<file path="src/mtp_pkg.sv">
// mtp_pkg: constants, modes and carriers of the mac transmit pin interface
// assumes a 250 MHz system clock and one transmit port per instance
package mtp_pkg;

  // ==========================================================================
  // clocking
  localparam int unsigned MTP_CLK_HZ      = 250_000_000;
  localparam int unsigned MTP_LINE_CLK_HZ = 25_000_000;
  // half period of the generated line clock in system cycles
  localparam int unsigned MTP_DIV_HALF    = MTP_CLK_HZ / (2 * MTP_LINE_CLK_HZ);
  localparam int unsigned MTP_DIV_W       = 4;

  // ==========================================================================
  // pin widths and symbol layout
  localparam int unsigned MTP_BUS_W   = 8;
  localparam int unsigned MTP_WORD_W  = 9;
  localparam int unsigned MTP_MII_W   = 4;
  localparam int unsigned MTP_RMII_W  = 2;
  localparam int unsigned MTP_MII_SYM  = MTP_BUS_W / MTP_MII_W;
  localparam int unsigned MTP_RMII_SYM = MTP_BUS_W / MTP_RMII_W;
  localparam int unsigned MTP_IDX_W   = 2;
  localparam logic [MTP_IDX_W-1:0] MTP_IDX_MII  = 2'h1;
  localparam logic [MTP_IDX_W-1:0] MTP_IDX_RMII = 2'h3;
  localparam logic [MTP_IDX_W-1:0] MTP_IDX_ONE  = 2'h0;
  localparam logic [MTP_BUS_W-1:0] MTP_MASK_MII  = 8'h0f;
  localparam logic [MTP_BUS_W-1:0] MTP_MASK_RMII = 8'h03;
  localparam logic [MTP_BUS_W-1:0] MTP_MASK_FULL = 8'hff;

  // ==========================================================================
  // modes and states
  typedef enum logic [1:0] {
    MTP_MODE_MII  = 2'b00,
    MTP_MODE_RMII = 2'b01,
    MTP_MODE_GMII = 2'b10,
    MTP_MODE_TBI  = 2'b11
  } mtp_mode_t;

  typedef enum logic [0:0] {
    MTP_ST_IDLE = 1'b0,
    MTP_ST_SEND = 1'b1
  } mtp_state_t;

  // ==========================================================================
  // carriers
  typedef struct packed {
    logic                  last;
    logic [MTP_WORD_W-1:0] data;
  } mtp_word_t;

  typedef struct packed {
    logic                 en;
    logic [MTP_BUS_W-1:0] data;
  } mtp_pins_t;

endpackage

</file>
<file path="src/mtp_sync_edge.sv">
// mtp_sync_edge: two-flop synchroniser with rising edge pulse
// assumes the input is asynchronous to clk and slow against it
`timescale 1ns/10ps
`default_nettype none
module mtp_sync_edge (
  input  wire logic clk,
  input  wire logic rst_n,
  input  wire logic async_in,
  output logic      level,
  output logic      rise
);
  logic meta;
  logic held;

  // ==========================================================================
  // first flop feeds only the second
  always_ff @(posedge clk) begin
    if (!rst_n) begin
      meta  <= 1'b0;
      level <= 1'b0;
      held  <= 1'b0;
    end else begin
      meta  <= async_in;
      level <= meta;
      held  <= level;
    end
  end

  assign rise = level & ~held; // one cycle per rising edge
endmodule
`default_nettype wire

</file>
<file path="src/mtp_tx_pins.sv">
// mtp_tx_pins: transmit pin side of one mac port (mii, rmii, gmii, tbi)
// assumes a word stream from the mac core on clk and mode straps on clk;
// the mode clocks arrive as pins and are sampled, so they must be slow
// against clk (a 125 MHz gigabit clock cannot be followed at 250 MHz).
`timescale 1ns/10ps
`default_nettype none
module mtp_tx_pins
  import mtp_pkg::*;
(
  input  wire logic                  clk,
  input  wire logic                  rst_n,
  input  wire mtp_mode_t             mode,
  input  wire logic                  phy_emulation,
  input  wire logic                  in_valid,
  output logic                       in_ready,
  input  wire mtp_word_t             in_word,
  input  wire logic                  port_tx_line_clock_i,
  output logic                       port_tx_line_clock_o,
  output logic                       port_tx_line_clock_oe_n,
  input  wire logic                  port_reduced_mode_ref_clock,
  input  wire logic                  port_gigabit_tx_clock,
  output logic [MTP_BUS_W-1:0]       port_tx_data_bus,
  output logic                       port_tx_frame_enable
);

  // refuse a divider that the counter cannot reach or that leaves no low half
  if (MTP_DIV_HALF < 2 || MTP_DIV_HALF >= (1 << MTP_DIV_W)) begin : g_div_check
    $error("line clock divider out of range");
  end

  // ==========================================================================
  // clock pins
  logic                 line_rise;
  logic                 ref_rise;
  logic                 gtx_rise;
  logic [MTP_DIV_W-1:0] div_cnt;
  logic                 gen_rise;
  logic                 mode_edge;

  mtp_sync_edge u_line (
    .clk      (clk),
    .rst_n    (rst_n),
    .async_in (port_tx_line_clock_i),
    .level    (),
    .rise     (line_rise)
  );
  mtp_sync_edge u_ref (
    .clk      (clk),
    .rst_n    (rst_n),
    .async_in (port_reduced_mode_ref_clock),
    .level    (),
    .rise     (ref_rise)
  );
  mtp_sync_edge u_gtx (
    .clk      (clk),
    .rst_n    (rst_n),
    .async_in (port_gigabit_tx_clock),
    .level    (),
    .rise     (gtx_rise)
  );

  // 25 MHz divider, run only while emulating the phy
  always_ff @(posedge clk) begin
    if (!rst_n || !phy_emulation) begin
      div_cnt              <= '0;
      port_tx_line_clock_o <= 1'b0;
    end else if (div_cnt == MTP_DIV_W'(MTP_DIV_HALF - 1)) begin
      div_cnt              <= '0;
      port_tx_line_clock_o <= ~port_tx_line_clock_o;
    end else begin
      div_cnt <= div_cnt + 1'b1;
    end
  end

  // drive pin only in phy emulation; oe is low while driving
  always_ff @(posedge clk) begin
    if (!rst_n) port_tx_line_clock_oe_n <= 1'b1;
    else        port_tx_line_clock_oe_n <= ~phy_emulation;
  end

  // one cycle after our own rise, so data never moves with the clock pin
  assign gen_rise = port_tx_line_clock_o && div_cnt == '0 && phy_emulation;

  // pick the clock that times the current mode
  always_comb begin
    case (mode)
      MTP_MODE_MII:  mode_edge = phy_emulation ? gen_rise : line_rise;
      MTP_MODE_RMII: mode_edge = ref_rise;
      MTP_MODE_GMII: mode_edge = gtx_rise;
      MTP_MODE_TBI:  mode_edge = gtx_rise;
      default:       mode_edge = 1'b0;
    endcase
  end

  // ==========================================================================
  // symbol serialiser
  mtp_state_t           state;
  logic [MTP_BUS_W-1:0] shreg;
  logic [MTP_IDX_W-1:0] idx;
  logic                 word_last;
  logic                 last_sent;
  logic [MTP_BUS_W-1:0] mask;
  logic [MTP_IDX_W-1:0] first_idx;
  logic                 accept;
  mtp_pins_t            pins;

  always_comb begin
    case (mode)
      MTP_MODE_MII: begin
        mask      = MTP_MASK_MII;
        first_idx = MTP_IDX_MII;
      end
      MTP_MODE_RMII: begin
        mask      = MTP_MASK_RMII;
        first_idx = MTP_IDX_RMII;
      end
      default: begin
        mask      = MTP_MASK_FULL;
        first_idx = MTP_IDX_ONE;
      end
    endcase
  end

  // a new word is taken only on a mode edge once the byte is used up
  assign in_ready = mode_edge && idx == '0;
  assign accept   = in_valid && in_ready;

  // frame state: outside tbi, enable falls only after the last word's last symbol
  always_ff @(posedge clk) begin
    if (!rst_n) begin
      state <= MTP_ST_IDLE;
    end else if (accept) begin
      state <= MTP_ST_SEND;
    end else if (mode_edge && idx == '0 && word_last) begin
      state <= MTP_ST_IDLE;
    end
  end

  // remember that the final symbol has gone out
  always_ff @(posedge clk) begin
    if (!rst_n)         last_sent <= 1'b0;
    else if (mode_edge) last_sent <= (idx == '0) && !accept && word_last;
  end

  // byte shifter, low symbol first
  always_ff @(posedge clk) begin
    if (!rst_n) begin
      shreg     <= '0;
      idx       <= '0;
      word_last <= 1'b0;
    end else if (accept) begin
      shreg     <= in_word.data[MTP_BUS_W-1:0];
      idx       <= first_idx;
      word_last <= in_word.last;
    end else if (mode_edge && idx != '0) begin
      shreg <= (mode == MTP_MODE_MII) ? (shreg >> MTP_MII_W) : (shreg >> MTP_RMII_W);
      idx   <= idx - 1'b1;
    end else if (mode_edge && word_last) begin
      word_last <= 1'b0;
    end
  end

  // launched pins; underrun inside a frame repeats the last symbol
  always_ff @(posedge clk) begin
    if (!rst_n) begin
      pins <= '0;
    end else if (accept) begin
      pins.data <= in_word.data[MTP_BUS_W-1:0] & mask;
      if (mode == MTP_MODE_TBI) pins.en <= in_word.data[MTP_BUS_W];
      else                      pins.en <= 1'b1;
    end else if (mode_edge && idx != '0) begin
      if (mode == MTP_MODE_MII) pins.data <= (shreg >> MTP_MII_W) & mask;
      else                      pins.data <= (shreg >> MTP_RMII_W) & mask;
    end else if (mode_edge && idx == '0 && word_last) begin
      pins.en <= 1'b0;
    end else begin
      pins.data <= pins.data & mask;
    end
  end

  assign port_tx_data_bus     = pins.data;
  assign port_tx_frame_enable = pins.en;

  // ==========================================================================
  // checks
  property p_line_clk_rate;
    @(posedge clk) disable iff (!rst_n)
      phy_emulation && $past(phy_emulation) && div_cnt == MTP_DIV_W'(MTP_DIV_HALF - 1)
      |=> port_tx_line_clock_o != $past(port_tx_line_clock_o);
  endproperty
  a_line_clk_rate: assert property (p_line_clk_rate)
    else $error("line clock did not toggle at half period");

  property p_line_clk_dir;
    @(posedge clk) disable iff (!rst_n)
      $changed(phy_emulation) |=> port_tx_line_clock_oe_n == !$past(phy_emulation);
  endproperty
  a_line_clk_dir: assert property (p_line_clk_dir)
    else $error("line clock direction wrong");

  property p_rmii_bits;
    @(posedge clk) disable iff (!rst_n)
      mode == MTP_MODE_RMII && $past(mode) == MTP_MODE_RMII |-> port_tx_data_bus[7:2] == '0;
  endproperty
  a_rmii_bits: assert property (p_rmii_bits)
    else $error("rmii drives upper bits");

  property p_launch_on_edge;
    @(posedge clk) disable iff (!rst_n)
      $stable(mode) && $changed(port_tx_frame_enable) |-> $past(mode_edge);
  endproperty
  a_launch_on_edge: assert property (p_launch_on_edge)
    else $error("enable moved without a mode clock edge");

  property p_enable_rise;
    @(posedge clk) disable iff (!rst_n)
      mode != MTP_MODE_TBI && $rose(port_tx_frame_enable) |-> $past(accept);
  endproperty
  a_enable_rise: assert property (p_enable_rise)
    else $error("frame enable rose without a word");

  property p_enable_fall;
    @(posedge clk) disable iff (!rst_n)
      mode != MTP_MODE_TBI && $stable(mode) && $fell(port_tx_frame_enable) |-> last_sent;
  endproperty
  a_enable_fall: assert property (p_enable_fall)
    else $error("frame enable fell before last symbol");

  // outside tbi the enable pin is the frame state itself
  property p_enable_state;
    @(posedge clk) disable iff (!rst_n)
      mode != MTP_MODE_TBI |-> port_tx_frame_enable == (state == MTP_ST_SEND);
  endproperty
  a_enable_state: assert property (p_enable_state)
    else $error("frame enable does not follow frame state");

  property p_tbi_bit_nine;
    @(posedge clk) disable iff (!rst_n)
      mode == MTP_MODE_TBI && accept ##1 mode == MTP_MODE_TBI
      |-> port_tx_frame_enable == $past(in_word.data[MTP_BUS_W]);
  endproperty
  a_tbi_bit_nine: assert property (p_tbi_bit_nine)
    else $error("tbi ninth bit not on enable pin");

  property p_idle_hold;
    @(posedge clk) disable iff (!rst_n)
      mode == MTP_MODE_MII && $stable(mode) && $past(mode, 2) == MTP_MODE_MII &&
      !port_tx_frame_enable && $past(!pins.en)
      |-> $stable(port_tx_data_bus) && port_tx_data_bus[7:4] == '0;
  endproperty
  a_idle_hold: assert property (p_idle_hold)
    else $error("idle data moved or upper bits set");

endmodule
`default_nettype wire

</file>
<file path="config.mk">
export PLATFORM = sky130hd
export DESIGN_NAME = mtp_tx_pins
export DESIGN_NICKNAME = d
export VERILOG_FILES = /design/src/mtp_pkg.sv /design/src/mtp_sync_edge.sv /design/src/mtp_tx_pins.sv
export SDC_FILE = /design/constraint.sdc
export NUM_CORES = 1
export LEC_CHECK = 0
export ABC_AREA = 1
export ABC_CLOCK_PERIOD_IN_PS = 3600
export BUFFER_PORTS_ARGS = -buffer_cell sky130_fd_sc_hd__buf_2
export CORE_MARGIN = 4
export CORE_UTILIZATION = 45
export DETAILED_ROUTE_END_ITERATION = 8
export GPL_ROUTABILITY_DRIVEN = 0
export GPL_TIMING_DRIVEN = 0
export PLACE_DENSITY = 0.78
export SETUP_SLACK_MARGIN = 0.02
export SLEW_MARGIN = 25
export SYNTH_ARGS = -nofsm -noshare
export SYNTH_HDL_FRONTEND = slang
export SYNTH_HIERARCHICAL = 1
export SYNTH_SLANG_ARGS = --single-unit
</file>
<file path="constraint.sdc">
create_clock -name clk -period 3.6 [get_ports clk]
set_input_delay 0.54 -clock clk [delete_from_list [all_inputs] [get_ports clk]]
set_output_delay 0.54 -clock clk [all_outputs]
set_load 0.01 [all_outputs]
</file>
==> results of run 1 <==
-- worst paths after layout --
kind / start / slack [ps] / endpoint / cells after the start
setup / recovery: div_cnt[0]$_SDFF_PP0_ / 1490 / in_ready / 9
hold / removal: u_line/meta$_SDFF_PN0_ / 410 / u_line/level$_SDFF_PN0_ / 2
setup reg to reg: div_cnt[0]$_SDFF_PP0_ / 1930 / shreg[2]$_SDFFE_PN0P_ / 13
hold reg to reg: u_line/meta$_SDFF_PN0_ / 410 / u_line/level$_SDFF_PN0_ / 2
-- cell type report --
type,count,area [um2],share of cell area
sequential,33,661,0.321
buffer,6,52.6,0.0255
multi-input combinational,162,840,0.408
tap,48,60.1,0.0292
clock inverter,1,30.0,0.0146
clock buffer,7,86.3,0.0420
timing repair buffer,29,145,0.0706
inverter,48,183,0.0888
-- power groups by stage --
stage	sequential (mW)	clock (mW)	combinational, mW
after floorplan	0.400	0	0.0806
after global placement	0.398	0	0.117
after detailed placement	0.398	0	0.119
after CTS	0.390	0.364	0.120
after global routing	0.392	0.382	0.136
final	0.390	0.358	0.119
-- flip-flops by register name, indices dropped and copies added, names as in the netlist --
signal	flops
u_line/held	1
u_gtx/held	1
port_tx_line_clock_o	1
u_ref/meta	1
shreg	6
idx	2
port_tx_frame_enable	1
div_cnt	4
u_line/meta	1
port_tx_data_bus	8
u_ref/level	1
u_gtx/meta	1
u_line/level	1
word_last	1
port_tx_line_clock_oe_n	1
u_ref/held	1
u_gtx/level	1
-- logic make-up after synthesis --
logic type	after synthesis
simple gates	128
flops	33
buf+inv	54
xor+xnor	1
compound gates	30
fa+ha+maj	3
-- synthesized netlist by cell type (3+ instances only) --
cell type  number
nand2_1        67
inv_1          44
dfxtp_1        33
nor2_1         24
nand3_1        18
a21oi_1        13
o21ai_0         8
buf_6           4
nand4_1         4
nor2_2          4
ha_1            3
inv_2           3
nand3_2         3
-- metal layers --
| metal | share of wire | vias up | GRT usage |
|---|---|---|---|
| met2 | 0.46 | 35 | 0.248 |
| met5 | 0 | - | 0 |
| met4 | 0.015 | 0 | 0.0511 |
| met1 | 0.46 | 713 | 0.203 |
| met3 | 0.062 | 6 | 0.0518 |
| li1 | - | 839 | - |
-- critical path, delay by kind of cell, from the launching register on --
kind,cells,cell delay [ps]
and+or+nand+nor,4,420
DFF,1,370
buffers and inverters,4,290
adders and majority gates,1,200
-- metrics by stage --
| step | power, mW | instance area [um2] | hold slack [ps] |
|---|---|---|---|
| after global routing | 0.910 | 2060 | 427 |
| final | 0.867 | 2060 | 412 |
| after floorplan | 0.480 | 1740 | 390 |
| after detailed placement | 0.517 | 1940 | 400 |
| after CTS | 0.874 | 2060 | 416 |
| after global placement | 0.515 | 1940 | 392 |
==> impl_metrics.json, run 1 <==
{
  "run_status": "complete, no violations",
  "post_synth_xor_area_fraction": 0.00505,
  "mux_cell_area_share_after_synthesis": 0,
  "p_comb_frac": 0.137,
  "timing.critical_path.cells": "inv_1 > ha_1 > nand2_1 > inv_1 > nand3_1 > nand2_8 > nand3_2 > inv_2 > buf_2",
  "postSynthNetCount": 271,
  "power.static_leakage_nw": 1.07,
  "drt-wirelength-per-cell_um": 10.8,
  "clock_tree.root_cell": "clkbuf_8",
  "number_of_enable_flip_flop_cells_after_synthesis": 0,
  "synthesized_area_fraction_occupied_by_adder_cells": 0.0216,
  "design.portCount": 31,
  "post-route-period-util": 0.585,
  "fillers": 368,
  "synth_top_area_share": 0.381,
  "detail_route.wirelength_um": 3610,
  "holdCritPathClass": "reg2reg",
  "initial_core_util": 0.470,
  "antennaDiodeCount": 0,
  "critPathCaptureType": "output pin",
  "most-common-layout-cells": "67 x nand2_1, 44 x inv_1, 33 x dfxtp_1",
  "ys_warn_count": 6,
  "first_global_vias": 1396,
  "drt-pass1-iter-count": 4,
  "largest_family_of_logic_cells_by_synthesized_area": "simple AND/OR/NAND/NOR gates",
  "place.detailed.instances": 326,
  "cts_tree": "done",
  "finalSetupViolCount": 0,
  "layout_setup_ws_ps": 1490,
  "route.detailed.drc": 0,
  "cts_htree_levels": 2,
  "clkSinkCount": 33,
  "worst_setup_path_type": "reg2out",
  "buffer_ports.inserted": 29,
  "global_route.usage.total": 0.157,
  "row_count": 22,
  "slew-limit-headroom": 0.665,
  "final_core_utilization": 0.558,
  "final_hold_viol_count": 0,
  "cap_violations": 0,
  "place.detailed.hpwl_um": 2650,
  "timing.critical_path.slowest_cell_delay_ps": 370,
  "cts_buffer_count": 5,
  "holdBufCountCts": 0,
  "synth_compound_area_frac": 0.101,
  "preCtsSetupSlack_ps": 1660,
  "dieHeight_um": 70.1,
  "final_max_slew_viol_count": 0,
  "yosysSeqAreaShare": 0.381,
  "asyncSetResetFlopFracSynth": 0,
  "syn_area_per_cell_um2": 6.97,
  "achievable-frequency_ghz": 0.475,
  "floorplan.die.width_um": 70.1,
  "power_frac_seq": 0.450,
  "design.core.area_um2": 3690,
  "total_power_density_per_cell_area_nw_per_um2": 422,
  "arrival_ps": 1570,
  "cts_buffer_depth": 2,
  "drive_above_1_share": 0.203,
  "cts-resized-gates": 0,
  "yosys.area_share.simple": 0.356,
  "setup.worst_path.start_class": "register",
  "area_delta_synth_final_pct": 18.5,
  "synth_largest_area_cell": "dfxtp_1",
  "setup_total_negative_slack_ps": 0,
  "cts_setup_buffers": 0,
  "final_clock_skew_ps": 2.38,
  "antenna_violating_nets_post_route": 0,
  "critPathMostFrequentCell": "inv_1",
  "power.switching_fraction": 0.247,
  "finalWorstPathRequiredPeriod_ps": 2110,
  "max_slew.worst_pin.slew_ps": 502,
  "grt_pass1_wl_um": 6210,
  "share_clk_of_total_power": 0.413,
  "critical-path-slowest-cell": "dfxtp_1",
  "postSynth.topFlopCell": "dfxtp_1",
  "ys_top_cells_by_area": "dfxtp_1 38%, nand2_1 14%, inv_1 9.5%",
  "cellInternalPower_uw": 653,
  "detailedRoute.firstIterationViolations": 82,
  "synth_cell_type_count": 29,
  "grt_max_degree": 16,
  "number_of_flip_flops_and_latches_in_the_synthesized_netlist": 33,
  "ir_worst_vdd_mv": 0.237,
  "number_of_nets_in_the_layout": 307,
  "via_count": 1593,
  "layout_commonest_cell": "nand2_1",
  "viasPerCell": 4.77,
  "worstSkewPairLatency_ps": 280,
  "final_cells": 334,
  "timing.critical_path.fanout_max": 8,
  "grt_antenna_before_repair": 0,
  "timing.critical_path.required_ps": 3060,
  "power_switching_uw": 214,
  "synthCells": 249,
  "clk_transition_reported_paths_ps": 70,
  "setup_repair_after_global_routing_missed_its_margin": "no",
  "grt.overflow.total": 0,
  "fp.dieArea_um2": 4910,
  "post_synth_instance_area_um2": 1740
}
(Power assumes the default switching activity.)
==> run 2, diff against run 1 <==
- ABC_AREA: 1 -> 0
- ABC_CLOCK_PERIOD_IN_PS: 3600 -> 1970
- clock period: 3.6 -> 1.97 ns (I/O delays scaled with it)
==> run 2 against run 1 <==
Against the previous run:
- the run now ends with setup timing left
- sequential cell count stayed put
- clock-buffer cell count stayed put
- synthesized area is 8.9% lower
- power is 56% higher
- clock skew is 1.8 ps higher
- die area is 7.9% lower
- clock power is 7.5% higher
- critical path depth is 2 lower
- critical endpoint unchanged
==> impl_metrics.json, run 2 <==
{
  "first_global_vias": 1320,
  "clk_transition_reported_paths_ps": 90,
  "post_synth_instance_area_um2": 1580,
  "timing.critical_path.cells": "inv_2 > ha_4 > nand4b_1 > o221ai_4 > nand2_2 > nor2_2 > buf_2",
  "number_of_flip_flops_and_latches_in_the_synthesized_netlist": 33,
  "synth_top_cells_by_count": "33 x dfxtp_1, 12 x nand2_1, 11 x nor2_1",
  "dieHeight_um": 67.3,
  "cts_htree_levels": 2,
  "initial_core_util": 0.470,
  "holdCritPathClass": "in2reg",
  "design.portCount": 31,
  "postSynthNetCount": 192,
  "p_total_mw": 1.36,
  "asyncSetResetFlopFracSynth": 0,
  "timing.critical_path.required_ps": 1670,
  "final_hold_viol_count": 0,
  "timing.critical_path.slowest_cell_delay_ps": 340,
  "worst_setup_path_type": "reg2out",
  "synthCells": 170,
  "run_status": "complete, but fails checks",
  "post_dp_cell_area_um2": 1790,
  "post-route-period-util": 1.00,
  "grt_antenna_before_repair": 0,
  "critPathCaptureType": "output pin",
  "finalSetupViolCount": 2,
  "largest_reg_flops": 8,
  "syn_area_per_cell_um2": 9.30,
  "buffer_ports.inserted": 30,
  "antennaDiodeCount": 0,
  "detail_route.wirelength_um": 3760,
  "place.detailed.hpwl_um": 2670,
  "violations": "setup timing",
  "power.static_leakage_nw": 0.813,
  "synth_top_area_share": 0.418,
  "clock_tree.root_cell": "clkbuf_4",
  "layout_commonest_cell": "dfxtp_1",
  "cts_buffer_count": 5,
  "preCtsSetupSlack_ps": 30.2,
  "total_power_density_per_cell_area_nw_per_um2": 689,
  "timing.critical_path.fanout_max": 3,
  "critical-path-slowest-cell": "dfxtp_2",
  "drt-wirelength-per-cell_um": 14.4,
  "cts_tree": "done",
  "max_slew.worst_pin.slew_ps": 496,
  "drive_above_1_share": 0.343,
  "setup_repair_after_global_routing_missed_its_margin": "yes",
  "yosysSeqAreaShare": 0.418,
  "number_of_enable_flip_flop_cells_after_synthesis": 0,
  "antenna_violating_nets_post_route": 0,
  "design_area_um2": 1970,
  "via_count": 1427,
  "floorplan.die.width_um": 67.3,
  "design.core.area_um2": 3360,
  "achievable-frequency_ghz": 0.506,
  "cts_buffer_depth": 2,
  "worstSkewPairLatency_ps": 340,
  "ys_top_cells_by_area": "dfxtp_1 42%, mux2i_1 3.8%, and2_1 3.6%",
  "most-common-layout-cells": "31 x dfxtp_1, 30 x buf_2, 10 x buf_4, 10 x nand2_1, 10 x nor2_1",
  "grt.overflow.total": 0,
  "setup_total_negative_slack_ps": -6.61,
  "postSynth.topFlopCell": "dfxtp_1",
  "global_route.usage.total": 0.180,
  "grt_pass1_wl_um": 6000,
  "route.detailed.drc": 0,
  "viasPerCell": 5.45,
  "slew-limit-headroom": 0.669,
  "grt_max_degree": 11,
  "layout_setup_ws_ps": -5.46,
  "area_delta_synth_final_pct": 24.6,
  "cap_violations": 0,
  "row_count": 21,
  "finalWorstPathRequiredPeriod_ps": 1980,
  "synthMostInstantiatedCell": "dfxtp_1",
  "final_clock_skew_ps": 4.22,
  "ir_worst_vdd_mv": 0.358,
  "number_of_nets_in_the_layout": 238,
  "ys_warn_count": 6,
  "setup.worst_path.start_class": "register",
  "clkSinkCount": 33,
  "synth_largest_area_cell": "dfxtp_1",
  "drt-pass1-iter-count": 6,
  "detailedRoute.firstIterationViolations": 106,
  "arrival_ps": 1680,
  "final_max_slew_viol_count": 0,
  "final_core_utilization": 0.586,
  "fp.dieArea_um2": 4520,
  "holdBufCountCts": 0,
  "synth_cell_type_count": 44
}
## run 2: layout make-up
class,instances,area [um2]
timing repair inverter,1,5.00
sequential,33,663
fill,320,1390
multi-input combinational,122,892
clock buffer,7,55.1
buffer,6,48.8
timing repair buffer,38,210
inverter,9,37.5
tap,46,57.6
## run 2: metal layers
layer | share of wire | GRT usage | vias to the layer above
met5 | 0 | 0 | -
met3 | 0.085 | 0.0632 | 7
met4 | 0.019 | 0.0937 | 0
li1 | - | - | 710
met1 | 0.44 | 0.232 | 648
met2 | 0.46 | 0.265 | 62
## run 2: repair_timing
item / CTS / global route
cloned: 0 / 1
buffers inserted: 3 / 5
pin swaps: 3 / 4
endpoints found under the setup margin: 3 / 18
resized for setup: 4 / 14
## run 2: path summary, 6_finish.rpt
kind | startpoint | end | slack, ps | cells past startpoint
setup / recovery | div_cnt[1]$_SDFF_PP0_ | in_ready | -5 | 7
setup reg to reg | div_cnt[1]$_SDFF_PP0_ | shreg[4]$_SDFFE_PN0P_ | 0 | 9
hold / removal | port_tx_line_clock_i | u_line/meta$_SDFF_PN0_ | 150 | 2
hold reg to reg | u_gtx/meta$_SDFF_PN0_ | u_gtx/level$_SDFF_PN0_ | 440 | 1
## run 2: logic make-up after synthesis
| family | share of synthesized area |
|---|---|
| and+or+nand+nor | 0.220 |
| AOI/OAI and AO/OA | 0.211 |
| DFF | 0.418 |
| buffers and inverters | 0.0443 |
| muxes | 0.0665 |
| xor gates and xnor gates | 0.0166 |
| adders and majority gates | 0.0238 |
## run 2: power by group
group,switching [mW],internal (mW)
combinational,0.143,0.115
clock,0.216,0.168
sequential,0.0175,0.696
## run 2: critical path, delay by kind of cell, from the launching register on
| kind | cells | cell delay [ps] |
|---|---|---|
| simple gates | 3 | 410 |
| flops | 1 | 340 |
| compound gates | 1 | 270 |
| buf+inv | 2 | 190 |
| fa+ha+maj | 1 | 130 |
## run 2: stage by stage
step / hold slack (ps) / instances
final: 149 / 262
after global routing: 148 / 262
after CTS: 136 / 256
after detailed placement: 420 / 246
after global placement: 413 / 246
after floorplan: 378 / 170
